### config.mk
export PLATFORM = sky130hd
export DESIGN_NAME = dcc_top
export DESIGN_NICKNAME = d
export VERILOG_FILES = /design/src/dcc_pkg.sv /design/src/dcc_chan_if.sv /design/src/dcc_chan.sv /design/src/dcc_top.sv
export VERILOG_INCLUDE_DIRS = /design/src
export SDC_FILE = /design/constraint.sdc
export NUM_CORES = 1
export LEC_CHECK = 0
export ABC_AREA = 1
export BUFFER_PORTS_ARGS = -buffer_cell sky130_fd_sc_hd__buf_4
export CAP_MARGIN = 30
export CORE_MARGIN = 2
export CORE_UTILIZATION = 50
export CTS_BUF_LIST = sky130_fd_sc_hd__clkbuf_8
export CTS_CLUSTER_SIZE = 30
export DETAILED_ROUTE_END_ITERATION = 16
export PLACE_DENSITY = 0.8
export SKIP_LAST_GASP = 1
export SYNTH_ARGS = -nofsm -noshare
export SYNTH_HDL_FRONTEND = slang
export SYNTH_SLANG_ARGS = --single-unit
### constraint.sdc
create_clock -name clk -period 1.3 [get_ports clk]
set_input_delay 0.13 -clock clk [delete_from_list [all_inputs] [get_ports clk]]
set_output_delay 0.13 -clock clk [all_outputs]
set_load 0.01 [all_outputs]
### src/dcc_regs.svh
// Field positions, reset values and timing counts of the comparator block
`ifndef DCC_REGS_SVH
`define DCC_REGS_SVH
`define DCC_CTL_SINGLE      0
`define DCC_CTL_HYST        1
`define DCC_CTL_SPEED       2
`define DCC_CTL_INTERRUPT_SOURCE_SELECT_LO   3
`define DCC_CTL_INTERRUPT_SOURCE_SELECT_HI   4
`define DCC_CTL_FILT        5
`define DCC_CTL_STDBY       6
`define DCC_CTL_POS_LO      7
`define DCC_CTL_POS_HI      8
`define DCC_CTL_NEG_LO      9
`define DCC_CTL_NEG_HI      11
`define DCC_CTL_SCALE_LO    12
`define DCC_CTL_SCALE_HI    17
`define DCC_CTL_W           18
`define DCC_CTL_RST         18'h00000
`define DCC_EVC_W           4
`define DCC_EVC_RST         4'h0
`define DCC_WIN_RST         3'h0
`define DCC_FILT_LEN        3
`define DCC_STARTUP_CYC     4
`endif

### src/dcc_pkg.sv
// Types shared by the comparator block modules
package dcc_pkg;
  typedef enum logic [1:0] {
    DCC_INT_TOGGLE, DCC_INT_RISE, DCC_INT_FALL, DCC_INT_EOC
  } dcc_interrupt_source_select_t;
  typedef enum logic [1:0] {
    DCC_WIN_ABOVE, DCC_WIN_INSIDE, DCC_WIN_BELOW, DCC_WIN_OUTSIDE
  } dcc_winsel_t;
  typedef enum logic [2:0] {
    DCC_IN_PIN0, DCC_IN_PIN1, DCC_IN_PIN2, DCC_IN_PIN3,
    DCC_IN_GND, DCC_IN_BANDGAP, DCC_IN_DAC, DCC_IN_VSCALE
  } dcc_insel_t;
  typedef enum {DCC_CH_OFF, DCC_CH_START, DCC_CH_RUN, DCC_CH_DONE} dcc_chst_t;
endpackage

### src/dcc_chan_if.sv
// Signals between the block top and one comparator channel
`timescale 1ns/100ps
`default_nettype none
interface dcc_chan_if;
  logic [17:0] cfg;
  logic        run;
  logic        start;
  logic        raw;
  logic        result;
  logic        sample;
  logic        eoc;
  logic        ready;
  logic        intr;
  modport top (output cfg, run, start, raw,
               input result, sample, eoc, ready, intr);
  modport chan (input cfg, run, start, raw,
                output result, sample, eoc, ready, intr);
endinterface
`default_nettype wire

### src/dcc_chan.sv
// One comparator channel: startup, sampling, filter and interrupt source
`timescale 1ns/100ps
`default_nettype none
`include "dcc_regs.svh"
module dcc_chan
  import dcc_pkg::*;
#(
  parameter int FILT_LEN    = `DCC_FILT_LEN,
  parameter int STARTUP_CYC = `DCC_STARTUP_CYC
) (
  // Clock and reset
  input wire logic clk,
  input wire logic sys_rst,
  // Channel link
  dcc_chan_if.chan ch
);
  typedef struct packed {
    dcc_chst_t         st;
    logic [7:0]        cnt;
    logic [FILT_LEN-1:0] hist;
    logic              res;
    logic              prev;
    logic              valid;
    logic              ready;
    logic              eoc;
    logic              intr;
    logic              sample;
  } dcc_ch_state_t;
  dcc_ch_state_t cur_ff, nxt_s;
  logic          filt_bit;
  logic          single;
  dcc_interrupt_source_select_t   isel;

  // Majority of history: a lone glitch never flips the result
  function automatic logic majority(input logic [FILT_LEN-1:0] v);
    int ones;
    ones = 0;
    for (int i = 0; i < FILT_LEN; i++) ones += int'(v[i]);
    return (2 * ones) > FILT_LEN;
  endfunction

  assign single = ch.cfg[`DCC_CTL_SINGLE];
  assign isel   = dcc_interrupt_source_select_t'(ch.cfg[`DCC_CTL_INTERRUPT_SOURCE_SELECT_HI:`DCC_CTL_INTERRUPT_SOURCE_SELECT_LO]);
  assign filt_bit = ch.cfg[`DCC_CTL_FILT] ?
                    majority({cur_ff.hist[FILT_LEN-2:0], ch.raw}) :
                    ch.raw;

  always_comb begin
    nxt_s        = cur_ff;
    nxt_s.eoc    = 1'b0;
    nxt_s.intr   = 1'b0;
    nxt_s.sample = 1'b0;
    nxt_s.hist   = {cur_ff.hist[FILT_LEN-2:0], ch.raw};
    case (cur_ff.st)
      DCC_CH_OFF: begin
        nxt_s.valid = 1'b0;
        if (ch.run && (!single || ch.start)) begin
          nxt_s.st    = DCC_CH_START;
          nxt_s.cnt   = 8'(STARTUP_CYC);
          nxt_s.ready = 1'b0;
        end
      end
      DCC_CH_START: begin
        nxt_s.cnt = cur_ff.cnt - 8'h01;
        if (cur_ff.cnt == 8'h01) nxt_s.st = DCC_CH_RUN;
      end
      DCC_CH_RUN: begin
        // Sample at every digital clock edge
        nxt_s.res    = filt_bit;
        nxt_s.prev   = cur_ff.res;
        nxt_s.valid  = 1'b1;
        nxt_s.sample = 1'b1;
        nxt_s.ready  = 1'b1;
        if (single) begin
          nxt_s.eoc = 1'b1;
          nxt_s.st  = DCC_CH_DONE;
        end
        case (isel)
          DCC_INT_TOGGLE: nxt_s.intr = cur_ff.valid && (filt_bit != cur_ff.res);
          DCC_INT_RISE:   nxt_s.intr = cur_ff.valid && filt_bit && !cur_ff.res;
          DCC_INT_FALL:   nxt_s.intr = cur_ff.valid && !filt_bit && cur_ff.res;
          DCC_INT_EOC:    nxt_s.intr = single;
          default:        nxt_s.intr = 1'b0;
        endcase
      end
      DCC_CH_DONE: begin
        if (ch.start) begin
          nxt_s.st    = DCC_CH_START;
          nxt_s.cnt   = 8'(STARTUP_CYC);
          nxt_s.ready = 1'b0;
        end
        if (!single) nxt_s.st = DCC_CH_RUN;
      end
      default: nxt_s.st = DCC_CH_OFF;
    endcase
    if (!ch.run) begin
      nxt_s.st = DCC_CH_OFF;
      if (!single) nxt_s.ready = 1'b0;
    end
  end

  always_ff @(posedge clk) begin
    if (sys_rst) begin
      cur_ff <= '0;
    end else begin
      cur_ff <= nxt_s;
    end
  end

  assign ch.result = cur_ff.res;
  assign ch.sample = cur_ff.sample;
  assign ch.eoc    = cur_ff.eoc;
  assign ch.ready  = cur_ff.ready;
  assign ch.intr   = cur_ff.intr;
endmodule // dcc_chan
`default_nettype wire

### src/dcc_top.sv
// Digital control for the dual comparator block
`timescale 1ns/100ps
`default_nettype none
`include "dcc_regs.svh"
module dcc_top
  import dcc_pkg::*;
#(
  parameter int NCH = 2
) (
  // Clock and reset
  input  wire logic                 clk,
  input  wire logic                 sys_rst,
  // Control one
  input  wire logic                 wr_control_one,
  input  wire logic                 global_enable_in,
  input  wire logic                 soft_reset_bit,
  // Per-comparator control
  input  wire logic [NCH-1:0]       wr_comp_ctl,
  input  wire logic [`DCC_CTL_W-1:0] comp_ctl_in,
  input  wire logic [NCH-1:0]       wr_comp_en,
  input  wire logic                 comp_en_in,
  // Event control, window and debug settings
  input  wire logic                 wr_event_control,
  input  wire logic [`DCC_EVC_W-1:0] event_control_in,
  input  wire logic                 wr_window,
  input  wire logic [2:0]           window_in,
  input  wire logic                 wr_debug,
  input  wire logic                 debug_halt_in,
  // Access qualifiers
  input  wire logic                 write_protect,
  input  wire logic                 debugger_access,
  input  wire logic                 cpu_halted,
  // Control two: start comparison bits
  input  wire logic [NCH-1:0]       start_comparison_bit,
  input  wire logic [NCH-1:0]       start_event_in,
  // Analog comparator raw outputs, asynchronous
  input  wire logic [NCH-1:0]       comp_raw_async,
  // Settings to the analog side
  output logic [NCH*`DCC_CTL_W-1:0] comp_ctl_out,
  output logic [NCH-1:0]            comp_power_on,
  output logic                      block_enabled,
  output logic [`DCC_EVC_W-1:0]     event_control_out,
  output logic [2:0]                window_out,
  output logic                      debug_halt_out,
  // Status and results
  output logic [NCH-1:0]            comp_state,
  output logic [NCH-1:0]            comparison_ready_flag,
  output logic [1:0]                window_state,
  output logic                      sync_busy,
  output logic [NCH-1:0]            comp_int_pulse,
  output logic                      window_int_pulse,
  output logic [NCH-1:0]            comp_event,
  output logic                      window_event,
  output logic [NCH-1:0]            comparator_output_pins
);
  typedef struct packed {
    logic                           en;
    logic [NCH-1:0]                 comp_en;
    logic [NCH-1:0][`DCC_CTL_W-1:0] ctl;
    logic [`DCC_EVC_W-1:0]          evc;
    logic [2:0]                     win;
    logic                           dbg_halt;
    logic [NCH-1:0]                 sync1;
    logic [NCH-1:0]                 sync2;
    logic [1:0]                     busy_cnt;
    logic [NCH-1:0]                 start_pend;
    logic                           win_inside;
    logic [1:0]                     wstate;
    logic                           win_valid;
    logic                           win_int;
    logic                           win_evt;
    logic [NCH-1:0]                 cevt;
    logic [NCH-1:0]                 pins;
  } dcc_state_t;
  dcc_state_t cur_ff, nxt_s;
  logic [NCH-1:0] ch_res, ch_samp, ch_eoc, ch_rdy, ch_int;
  logic           halted;
  logic           wr_ok;
  logic [1:0]     wstate_now;

  assign wr_ok  = !write_protect || debugger_access;
  assign halted = cpu_halted && cur_ff.dbg_halt;

  generate
    for (genvar g = 0; g < NCH; g++) begin : g_ch
      dcc_chan_if cif ();
      assign cif.cfg   = cur_ff.ctl[g];
      assign cif.run   = cur_ff.en && cur_ff.comp_en[g] && !halted;
      assign cif.start = cur_ff.start_pend[g];
      assign cif.raw   = cur_ff.sync2[g];
      assign ch_res[g]  = cif.result;
      assign ch_samp[g] = cif.sample;
      assign ch_eoc[g]  = cif.eoc;
      assign ch_rdy[g]  = cif.ready;
      assign ch_int[g]  = cif.intr;
      dcc_chan u_chan (
        .clk     (clk),
        .sys_rst (sys_rst),
        .ch      (cif.chan)
      );
    end
  endgenerate

  // Window code: 0 above, 1 inside, 2 below from the two results
  function automatic logic [1:0] win_code(input logic a, input logic b);
    if (a && b) return 2'h0;
    if (a != b) return 2'h1;
    return 2'h2;
  endfunction

  assign wstate_now = win_code(ch_res[0], ch_res[1]);

  always_comb begin
    nxt_s         = cur_ff;
    nxt_s.win_int = 1'b0;
    nxt_s.win_evt = 1'b0;
    // Raw comparator levels cross into the clock domain
    nxt_s.sync1 = comp_raw_async;
    nxt_s.sync2 = cur_ff.sync1;
    nxt_s.start_pend = start_comparison_bit |
                       (start_event_in & cur_ff.evc[NCH-1:0]);
    if (cur_ff.busy_cnt != 2'h0) nxt_s.busy_cnt = cur_ff.busy_cnt - 2'h1;
    if (wr_control_one && wr_ok) begin
      nxt_s.en       = global_enable_in;
      nxt_s.busy_cnt = 2'h2;
    end
    for (int i = 0; i < NCH; i++) begin
      // Config only changes while the comparator is off, or by soft reset
      if (wr_comp_ctl[i] && wr_ok && !(cur_ff.en && cur_ff.comp_en[i]))
        nxt_s.ctl[i] = comp_ctl_in;
      if (wr_comp_en[i] && wr_ok) begin
        nxt_s.comp_en[i] = comp_en_in;
        nxt_s.busy_cnt   = 2'h2;
      end
    end
    if (wr_event_control && wr_ok && !cur_ff.en)
      nxt_s.evc = event_control_in;
    if (wr_window && wr_ok && !cur_ff.en)
      nxt_s.win = window_in;
    if (wr_debug && wr_ok && !cur_ff.en)
      nxt_s.dbg_halt = debug_halt_in;
    // Window updates on channel 0 samples only, using the latest result of both channels
    if (cur_ff.win[0] && ch_samp[0]) begin
      nxt_s.wstate     = wstate_now;
      nxt_s.win_inside = wstate_now == 2'h1;
      nxt_s.win_valid  = 1'b1;
      if (cur_ff.win_valid && wstate_now != cur_ff.wstate) begin
        case (dcc_winsel_t'(cur_ff.win[2:1]))
          DCC_WIN_ABOVE:   nxt_s.win_int = wstate_now == 2'h0;
          DCC_WIN_INSIDE:  nxt_s.win_int = wstate_now == 2'h1;
          DCC_WIN_BELOW:   nxt_s.win_int = wstate_now == 2'h2;
          DCC_WIN_OUTSIDE: nxt_s.win_int = wstate_now != 2'h1;
          default:         nxt_s.win_int = 1'b0;
        endcase
        nxt_s.win_evt = cur_ff.evc[NCH];
      end
    end
    if (!cur_ff.win[0]) nxt_s.win_valid = 1'b0;
    // Events need no wake, they follow samples
    nxt_s.cevt = (ch_samp | ch_eoc) & {NCH{cur_ff.evc[NCH+1]}};
    // Pin: direct synced level or registered result
    nxt_s.pins = cur_ff.ctl[0][`DCC_CTL_STDBY] ? cur_ff.sync2 : ch_res;
    if (soft_reset_bit && wr_ok) begin
      nxt_s          = '0;
      nxt_s.ctl      = {NCH{`DCC_CTL_RST}};
      nxt_s.evc      = `DCC_EVC_RST;
      nxt_s.win      = `DCC_WIN_RST;
    end
  end

  always_ff @(posedge clk) begin
    if (sys_rst) begin
      cur_ff <= '0;
    end else begin
      cur_ff <= nxt_s;
    end
  end

  // Outputs registered; ready/interrupt from channel flip-flops
  logic [NCH-1:0] rdy_ff, int_ff, st_ff;
  always_ff @(posedge clk) begin
    if (sys_rst) begin
      rdy_ff <= '0;
      int_ff <= '0;
      st_ff  <= '0;
    end else begin
      rdy_ff <= ch_rdy;
      int_ff <= ch_int;
      st_ff  <= ch_res;
    end
  end

  assign comp_ctl_out          = cur_ff.ctl;
  assign comp_power_on         = cur_ff.comp_en & {NCH{cur_ff.en}};
  assign block_enabled         = cur_ff.en;
  assign event_control_out     = cur_ff.evc;
  assign window_out            = cur_ff.win;
  assign debug_halt_out        = cur_ff.dbg_halt;
  assign comp_state            = st_ff;
  assign comparison_ready_flag = rdy_ff;
  assign window_state          = cur_ff.wstate;
  assign sync_busy             = cur_ff.busy_cnt != 2'h0;
  assign comp_int_pulse        = int_ff;
  assign window_int_pulse      = cur_ff.win_int;
  assign comp_event            = cur_ff.cevt;
  assign window_event          = cur_ff.win_evt;
  assign comparator_output_pins = cur_ff.pins;
endmodule // dcc_top
`default_nettype wire

==> results.md, run 1 <==
- Initial antenna violation count: 0
- Routed WL per cell: approximately 14 µm
- Port bufs: 109
- Cells after Synth: 627
- Number of synthesized flops with an enable pin: 0
- Chip width: about 100 µm
- Crit-path cells: inv_2 -> ha_1 -> nand2_1 -> nor2_2 -> nor2_1 -> nor2_1 -> nand3_1 -> nor2_1 -> nor2_1
- CP Max Fanout: 3
- Crit. End Element: flip-flop
- Warnings, synthesis: 0
- Drt pass-1 iters: 5
- Commonest non-fill, non-tap cells in the layout: 137 x buf_4, 125 x nor2_1, 89 x dfxtp_1
- Core region area: 9240 µm²
- Least-Margin Pin Slew: 0.286 ns
- Slowest-stage cell, CP: dfxtp_1
- Final slew viol count: 0
- Most common cell after layout, fill and taps aside: buf_4
- Final count of negative-setup-slack endpoints: 0
- CTS max path bufs: 2
- Post-synthesis sequential element count: ~110
- RR Startpoint: g_ch[1].u_chan.cur_ff[11]$_SDFFE_PP0P_
- Ant. Diodes: 0
- Largest net degree at the start of global routing: 27
- Vias per cell: 5.05
- Worst hold slack: 0.0113 ns
- I/O pin cnt: 110
- Hold Path Class: in -> reg
- Layout Skew: ~0.0096 ns
- WP data required: 1.56 ns
- Post-synth top area share: 44.4%
- Max_cap viols: 0
- CP startpoint kind: flip-flop
- CP dominant cell by count: nor2_1
- Total gr overflow: 0
- Leak Pwr: 2.66 nW
- Fmax: a little under 800 MHz
- Hpwl dp: 8800 µm
- CP Capture Point: g_ch[1].u_chan.cur_ff[19]$_SDFFE_PP0P_
- DRT iter0 DRCs: just under 300
- CP arrival: 1.53 ns
- Syn Nets: 686
- Fin nets: 775
- Hold Path Depth: 3
- Ys async rst share: 0%
- Clk Latency, worst-skew pair: 0.36 ns
- Drt total wl: roughly 12,000 µm
- RSZ-0062 raised after global routing: yes
- Cell area after synthesis: 4770 µm²
- Total power draw: about 6.6 mW
- Post-layout min period: 1.27 ns
- Row cnt: 35
- Crit path setup slack, layout: ~0.028 ns
- Sequential area share after synthesis: 44.4%
- Pre-CTS setup slack: -0.0496 ns
- DRC errors left: 0
- Vias post-DR: 4,292
- CP startpoint: g_ch[1].u_chan.cur_ff[11]$_SDFFE_PP0P_
- Share of layout cells above drive strength 1: 31.6%
- Synth unique cells: 40
- PD cells: about 1100 nW/µm²
- First-pass GRT wire length: about 19,000 µm
- Reg2Reg Setup Slack: 0.03 ns
- CTS H-tree depth: 3
- Root Buffer: clkbuf_8
- Worst r2r path cells: 9
- CTS Buf Count: 9
- Top_reg_cell synth: dfxtp_1
- Antenna viol nets, final: 0
- Vias in the first global route: approximately 4,200
- CTS tree: yes
- Clock sink count: about 110
- Slew HR: 80.9%
- Final period util: 97.8%
- Layout area overhead: 25.7%
- Worst-path clk slew: 0.10 ns
- Reg2reg end: g_ch[1].u_chan.cur_ff[19]$_SDFFE_PP0P_
- Die ar.: 10,300 µm²
- Hold Fails Final Rpt: 0
- Initial Utilization: 51.7%
- Peak supply drop: 845 µV
- Area leader, netlist: dfxtp_1
- CP Class: reg -> reg
- Outcome: completed
- Final core occ: 64.9%
- Worst path max stage delay: 0.33 ns
- Gr usage total: 22.7%
- RD Place Congestion: 0.826
- Mapped Avg Cell Area: 7.61 µm²
- Die height: roughly 100 µm
- Largest cells by area after synthesis: dfxtp_1 44%, nor2_1 10%, buf_4 8.5%
## critical path, delay by kind of cell, from the launching register on
| family | cells | cell delay (ns) |
|---|---|---|
| adder cells (fa/ha/maj) | 1 | 0.14 |
| buffers and inverters | 1 | 0.07 |
| flip-flops | 1 | 0.33 |
| AND/OR/NAND/NOR | 7 | 0.63 |
## routing by layer
metal	part of all wire, %	global-route usage, %	vias to the layer above
met1	39	25.2	1971
met2	52	41.6	157
li1	-	-	2131
met4	2.0	5.20	0
met5	0	0	-
met3	7.4	7.59	33
## Yosys cell counts (2+ instances only)
library cell / instances
buf_2: 2
ha_1: 11
nand3_2: 2
inv_2: 5
xnor2_1: 2
inv_1: 63
nand3b_1: 3
buf_1: 2
nor3_1: 4
nor2_2: 2
nand3_1: 33
or2_0: 3
dfxtp_1: 106
nand2_4: 3
nor2_4: 3
o21ai_0: 61
a31oi_1: 2
a21oi_1: 47
nor2_1: 131
nand2_2: 5
nand2_1: 55
clkbuf_1: 3
buf_4: 54
buf_6: 3
o21ai_1: 2
nand4_1: 3
xor2_1: 2
or2_2: 3
## power breakdown
| group | total (mW) | internal (mW) | switching, mW |
|---|---|---|---|
| sequential | 3.40 | 3.33 | 0.0695 |
| combinational | 0.688 | 0.332 | 0.356 |
| clock | 2.46 | 1.38 | 1.09 |
## sequential cells by signal (all words and copies together), names as in the netlist, 3 cells and up
signal,cells
cur_ff,11
window_out,3
g_ch.u_chan.cur_ff,26
g_ch.cif.cfg,36
event_control_out,4
## logic make-up (layout without fill, tap and decap cells)
logic type | count (synthesis) | in the layout | synth area share [%]
simple gates | 253 | 253 | 23.6
fa+ha+maj | 11 | 11 | 2.88
flops | 106 | 106 | 44.4
buf+inv | 134 | 228 | 15.4
xor+xnor | 4 | 4 | 0.734
compound gates | 119 | 119 | 13.0
## area by class of cell
type | count | area, µm²
clock buffers | 11 | 151
clock inverters | 5 | 101
fillers | 764 | 3240
inverters | 70 | 277
multi-input cells | 387 | 2060
flip-flops and latches | 106 | 2150
well taps | 129 | 161
repair buffers | 142 | 1100
## worst min-delay path by stage
stage	from	end	slack, ns
2_1_floorplan	comp_raw_async[0]	cur_ff[16]$_SDFF_PP0_	0.24
3_3_place_gp	comp_raw_async[0]	cur_ff[16]$_SDFF_PP0_	0.35
3_5_place_dp	comp_raw_async[1]	cur_ff[17]$_SDFF_PP0_	0.36
4_1_cts	comp_ctl_in[15]	g_ch[0].cif.cfg[15]$_SDFFE_PP0P_	0.01
5_1_grt	comp_ctl_in[7]	g_ch[1].cif.cfg[7]$_SDFFE_PP0P_	0.02
6_report	comp_ctl_in[9]	g_ch[0].cif.cfg[9]$_SDFFE_PP0P_	0.01
## stage by stage
| step | TNS [ns] | std cells | area, µm² |
|---|---|---|---|
| detailed placement | -0.0653 | 830 | 5530 |
| global placement | 0 | 830 | 5530 |
| finish | 0 | 850 | 6000 |
| CTS | 0 | 849 | 5840 |
| floorplan | 0 | 627 | 4770 |
| global route | -0.220 | 850 | 6000 |
## repair_timing
action,in CTS,in global routing
buffers inserted,0,1
setup endpoints to repair,8,53
hold buffers,3,0
resized for setup,15,66
hold endpoints to repair,3,0
pin swaps,5,11
No activity file was read; power rests on OpenSTA's default activity.
==> run 2: changes to the inputs <==
--- a/config.mk
+++ b/config.mk
@@ -9,12 +9,13 @@
 export ABC_AREA = 1
 export BUFFER_PORTS_ARGS = -buffer_cell sky130_fd_sc_hd__buf_4
 export CAP_MARGIN = 30
+export CORE_ASPECT_RATIO = 0.75
 export CORE_MARGIN = 2
 export CORE_UTILIZATION = 50
-export CTS_BUF_LIST = sky130_fd_sc_hd__clkbuf_8
+export CTS_BUF_LIST = sky130_fd_sc_hd__clkbuf_4 sky130_fd_sc_hd__clkbuf_8
 export CTS_CLUSTER_SIZE = 30
 export DETAILED_ROUTE_END_ITERATION = 16
-export PLACE_DENSITY = 0.8
+export PLACE_DENSITY = 0.77
 export SKIP_LAST_GASP = 1
 export SYNTH_ARGS = -nofsm -noshare
 export SYNTH_HDL_FRONTEND = slang
==> constraint.sdc (replaced) <==
create_clock -name clk -period 1.2 [get_ports clk]
set_input_delay 0.12 -clock clk [delete_from_list [all_inputs] [get_ports clk]]
set_output_delay 0.12 -clock clk [all_outputs]
set_load 0.01 [all_outputs]
==> results.md, run 2 (synthesized netlist as in run 1, its figures left out) <==
- Initial antenna violation count: 0 (unchanged)
- DRC errors left: 0 (unchanged)
- Chip width: 117 µm (+15%)
- Switching Share: 27.7% (+4.6 points)
- WP data required: 1.08 ns (-0.48 ns)
- Routed WL per cell: 15.1 µm (+9.1%)
- Layout Skew: 0.0166 ns (+0.00699 ns)
- Met1 WL: 5780 µm (+27%)
- Fmax: 761 MHz
- Slew HR: 79.3% (-1.5 points)
- Filler Cell Count: 691 (-9.6%)
- CP dominant cell by count: buf_6
- Hold Fails Final Rpt: 1 (+1)
- Total gr overflow: 0 (unchanged)
- PD cells: 1000 nW/µm² (-8.1%)
- Crit. End Element: output pin
- Clock power frac: 31.5% (-6.1 points)
- Post-Route Setup TNS: -0.919 ns (-0.919 ns)
- Final slew viol count: 0 (unchanged)
- Worst hold slack: -0.00105 ns (-0.0124 ns)
- Non-Filler Instances: 907 (+6.7%)
- Port bufs: 109 (unchanged)
- Seq pwr share: 54.8% (+2.9 points)
- Met3 WL: 997 µm (+14%)
- Vias post-DR: 4,666 (+8.7%)
- Least-Margin Pin Slew: 0.307 ns (+0.0209 ns)
- CTS Buf Count: 9 (unchanged)
- Core region area: 9160 µm² (-0.88%)
- Initial Utilization: 52.1% (+0.46 points)
- Hold Path Depth: 3 (unchanged)
- Reg2reg end: g_ch[0].u_chan.cur_ff[18]$_SDFFE_PP0P_
- Share of layout cells above drive strength 1: 40.7% (+9.1 points)
- Leak Pwr: 2.95 nW (+11%)
- Internal power: 4.87 mW (-3.4%)
- Drt pass-1 iters: 6 (+1)
- Row cnt: 30 (-14%)
- Peak supply drop: 730 µV (-14%)
- Worst r2r path cells: 9 (unchanged)
- Final count of negative-setup-slack endpoints: 29 (+29)
- CP arrival: 1.19 ns (-0.34 ns)
- I/O pin cnt: 110 (unchanged)
- Slowest-stage cell, CP: dfxtp_4
- Largest net degree at the start of global routing: 37 (+37%)
- Fin nets: 833 (+7.5%)
- Most common cell after layout, fill and taps aside: buf_4
- Vias per cell: 5.14 (+1.9%)
- Worst Hold End: window_out[1]$_SDFFE_PP0P_
- CP Max Fanout: 3 (unchanged)
- Gate power share: 13.6% (+3.1 points)
- HP Start: window_in[1]
- Crit-path cells: nand2_4 -> buf_6 -> buf_6 -> inv_4 -> buf_6
- Commonest non-fill, non-tap cells in the layout: 162 x buf_4, 120 x nor2_1, 81 x dfxtp_1
- Reg2Reg Setup Slack: -0.08 ns (-0.11 ns)
- Clock sink count: 106 (unchanged)
- Max_cap viols: 0 (unchanged)
- Top Metal Used: met4
- RR Startpoint: debug_halt_out$_SDFFE_PP0P_
- CTS H-tree depth: 3 (unchanged)
- CP startpoint: block_enabled$_SDFFE_PP0P_
- Gr usage total: 25.1% (+2.4 points)
- Layout area overhead: 40.5%
- Outcome: complete, but fails checks
- Sw power: 1.86 mW (+23%)
- Hpwl dp: 9080 µm (+3.2%)
- Post-layout min period: ~1.3 ns
- RSZ-0062 raised after global routing: yes
- Total power draw: 6.73 mW (+2.7%)
- CTS tree: yes
- Worst-path clk slew: 0.11 ns (about the same)
- Worst path max stage delay: 0.39 ns (+0.06 ns)
- Ant. Diodes: 0 (unchanged)
- Worst Path Buf+Inv: 4 (+3)
- Antenna viol nets, final: 0 (unchanged)
- Multi-input logic area: 2270 µm² (+10%)
- Worst path top cell family by delay: flip-flops
- Failing checks: hold timing, setup timing
- CTS max path bufs: 2 (unchanged)
- Final period util: 110%
- Die ar.: 10,400 µm² (about the same)
- Clk Latency, worst-skew pair: 0.39 ns (+0.03 ns)
- Register area: 2160 µm² (+0.35%)
- Vias in the first global route: 4,285 (+1.9%)
- DRT iter0 DRCs: 279 (-5.1%)
- RD Place Congestion: 0.907 (+9.7%)
- First-pass GRT wire length: 20,100 µm (+7.4%)
- Crit path setup slack, layout: -0.115 ns (-0.143 ns)
- Drt total wl: 13,700 µm (+16%)
- Max reg flops: 36 (unchanged)
- CP Class: reg -> out
- Hold Path Class: in -> reg
- Placed Cells: 847 (+2.0%)
- Met2 wire len: 6600 µm (+8.0%)
- Final core occ: 73.2% (+8.3 points)
- CP startpoint kind: flip-flop
- Root Buffer: clkbuf_8
- Die height: 88.6 µm (-13%)
==> run 2: changes by cell type in the layout (fill, tap and decap cells not counted), moves of 9 or more <==
cell           previous run  this run
dfxtp_2                  13        22
buf_6                     0        10
o21ai_0                  44        33
buf_4                   137       162
nand2_1                  53        43
dlygate4sd3_1             3        23
==> run 2: cell type report <==
type                    instances  share of cell area [%]
clock inverters                 7                   0.895
inverters                      70                    4.35
flip-flops and latches        106                    32.2
clock buffers                   9                    1.85
repair buffers                199                    24.5
well taps                     128                    2.39
multi-input cells             388                    33.8
==> run 2: worst max-delay path by stage <==
| stage | cells past startpoint | slack [ns] | to |
|---|---|---|---|
| after global placement | 7 | -0.17 | g_ch[1].u_chan.ch.intr$_SDFF_PP0_ |
| after detailed placement | 7 | -0.24 | g_ch[1].u_chan.ch.intr$_SDFF_PP0_ |
| after CTS | 5 | -0.12 | comp_power_on[0] |
| after global routing | 8 | -0.18 | g_ch[0].u_chan.cur_ff[10]$_SDFFE_PP0P_ |
| after floorplan | 8 | 0.0006 | window_int_pulse$_SDFF_PP0_ |
| final | 5 | -0.11 | comp_power_on[0] |
==> run 2: worst min-delay path: stages <==
cell	delay [ns]
buf_4	0.08
o21ai_2	0.04
a21oi_1	0.10
==> run 2: through the flow <==
step | cell area [µm²] | worst slack [ns]
floorplan | 4800 | 0.000599
global placement | 5700 | -0.174
detailed placement | 5700 | -0.237
CTS | 6260 | -0.118
global route | 6710 | -0.176
finish | 6710 | -0.115
==> run 2: power groups by stage <==
| stage | registers [mW] | clock network (mW) | logic [mW] |
|---|---|---|---|
| after detailed placement | 3.77 | 0 | 0.748 |
| final | 3.69 | 2.12 | 0.917 |
| after global placement | 3.76 | 0 | 0.726 |
| after CTS | 3.69 | 2.16 | 0.834 |
| after global routing | 3.70 | 2.29 | 0.998 |
| after floorplan | 3.75 | 0 | 0.462 |
==> run 2: repair_timing <==
item | 4_1_cts | 5_1_grt
setup buffers | 9 | 11
hold buffers | 22 | 2
endpoints found under the hold margin | 25 | 2
endpoints found under the setup margin | 60 | 67
cloned | 0 | 2
pin swaps | 13 | 36
resized for setup | 50 | 112
==> run 2: per-layer routing <==
| metal | vias up | global-route usage (%) |
|---|---|---|
| met5 | - | 0 |
| met4 | 0 | 7.49 |
| met3 | 30 | 5.96 |
| met2 | 198 | 41.8 |
| met1 | 2184 | 32.6 |
| li1 | 2254 | - |
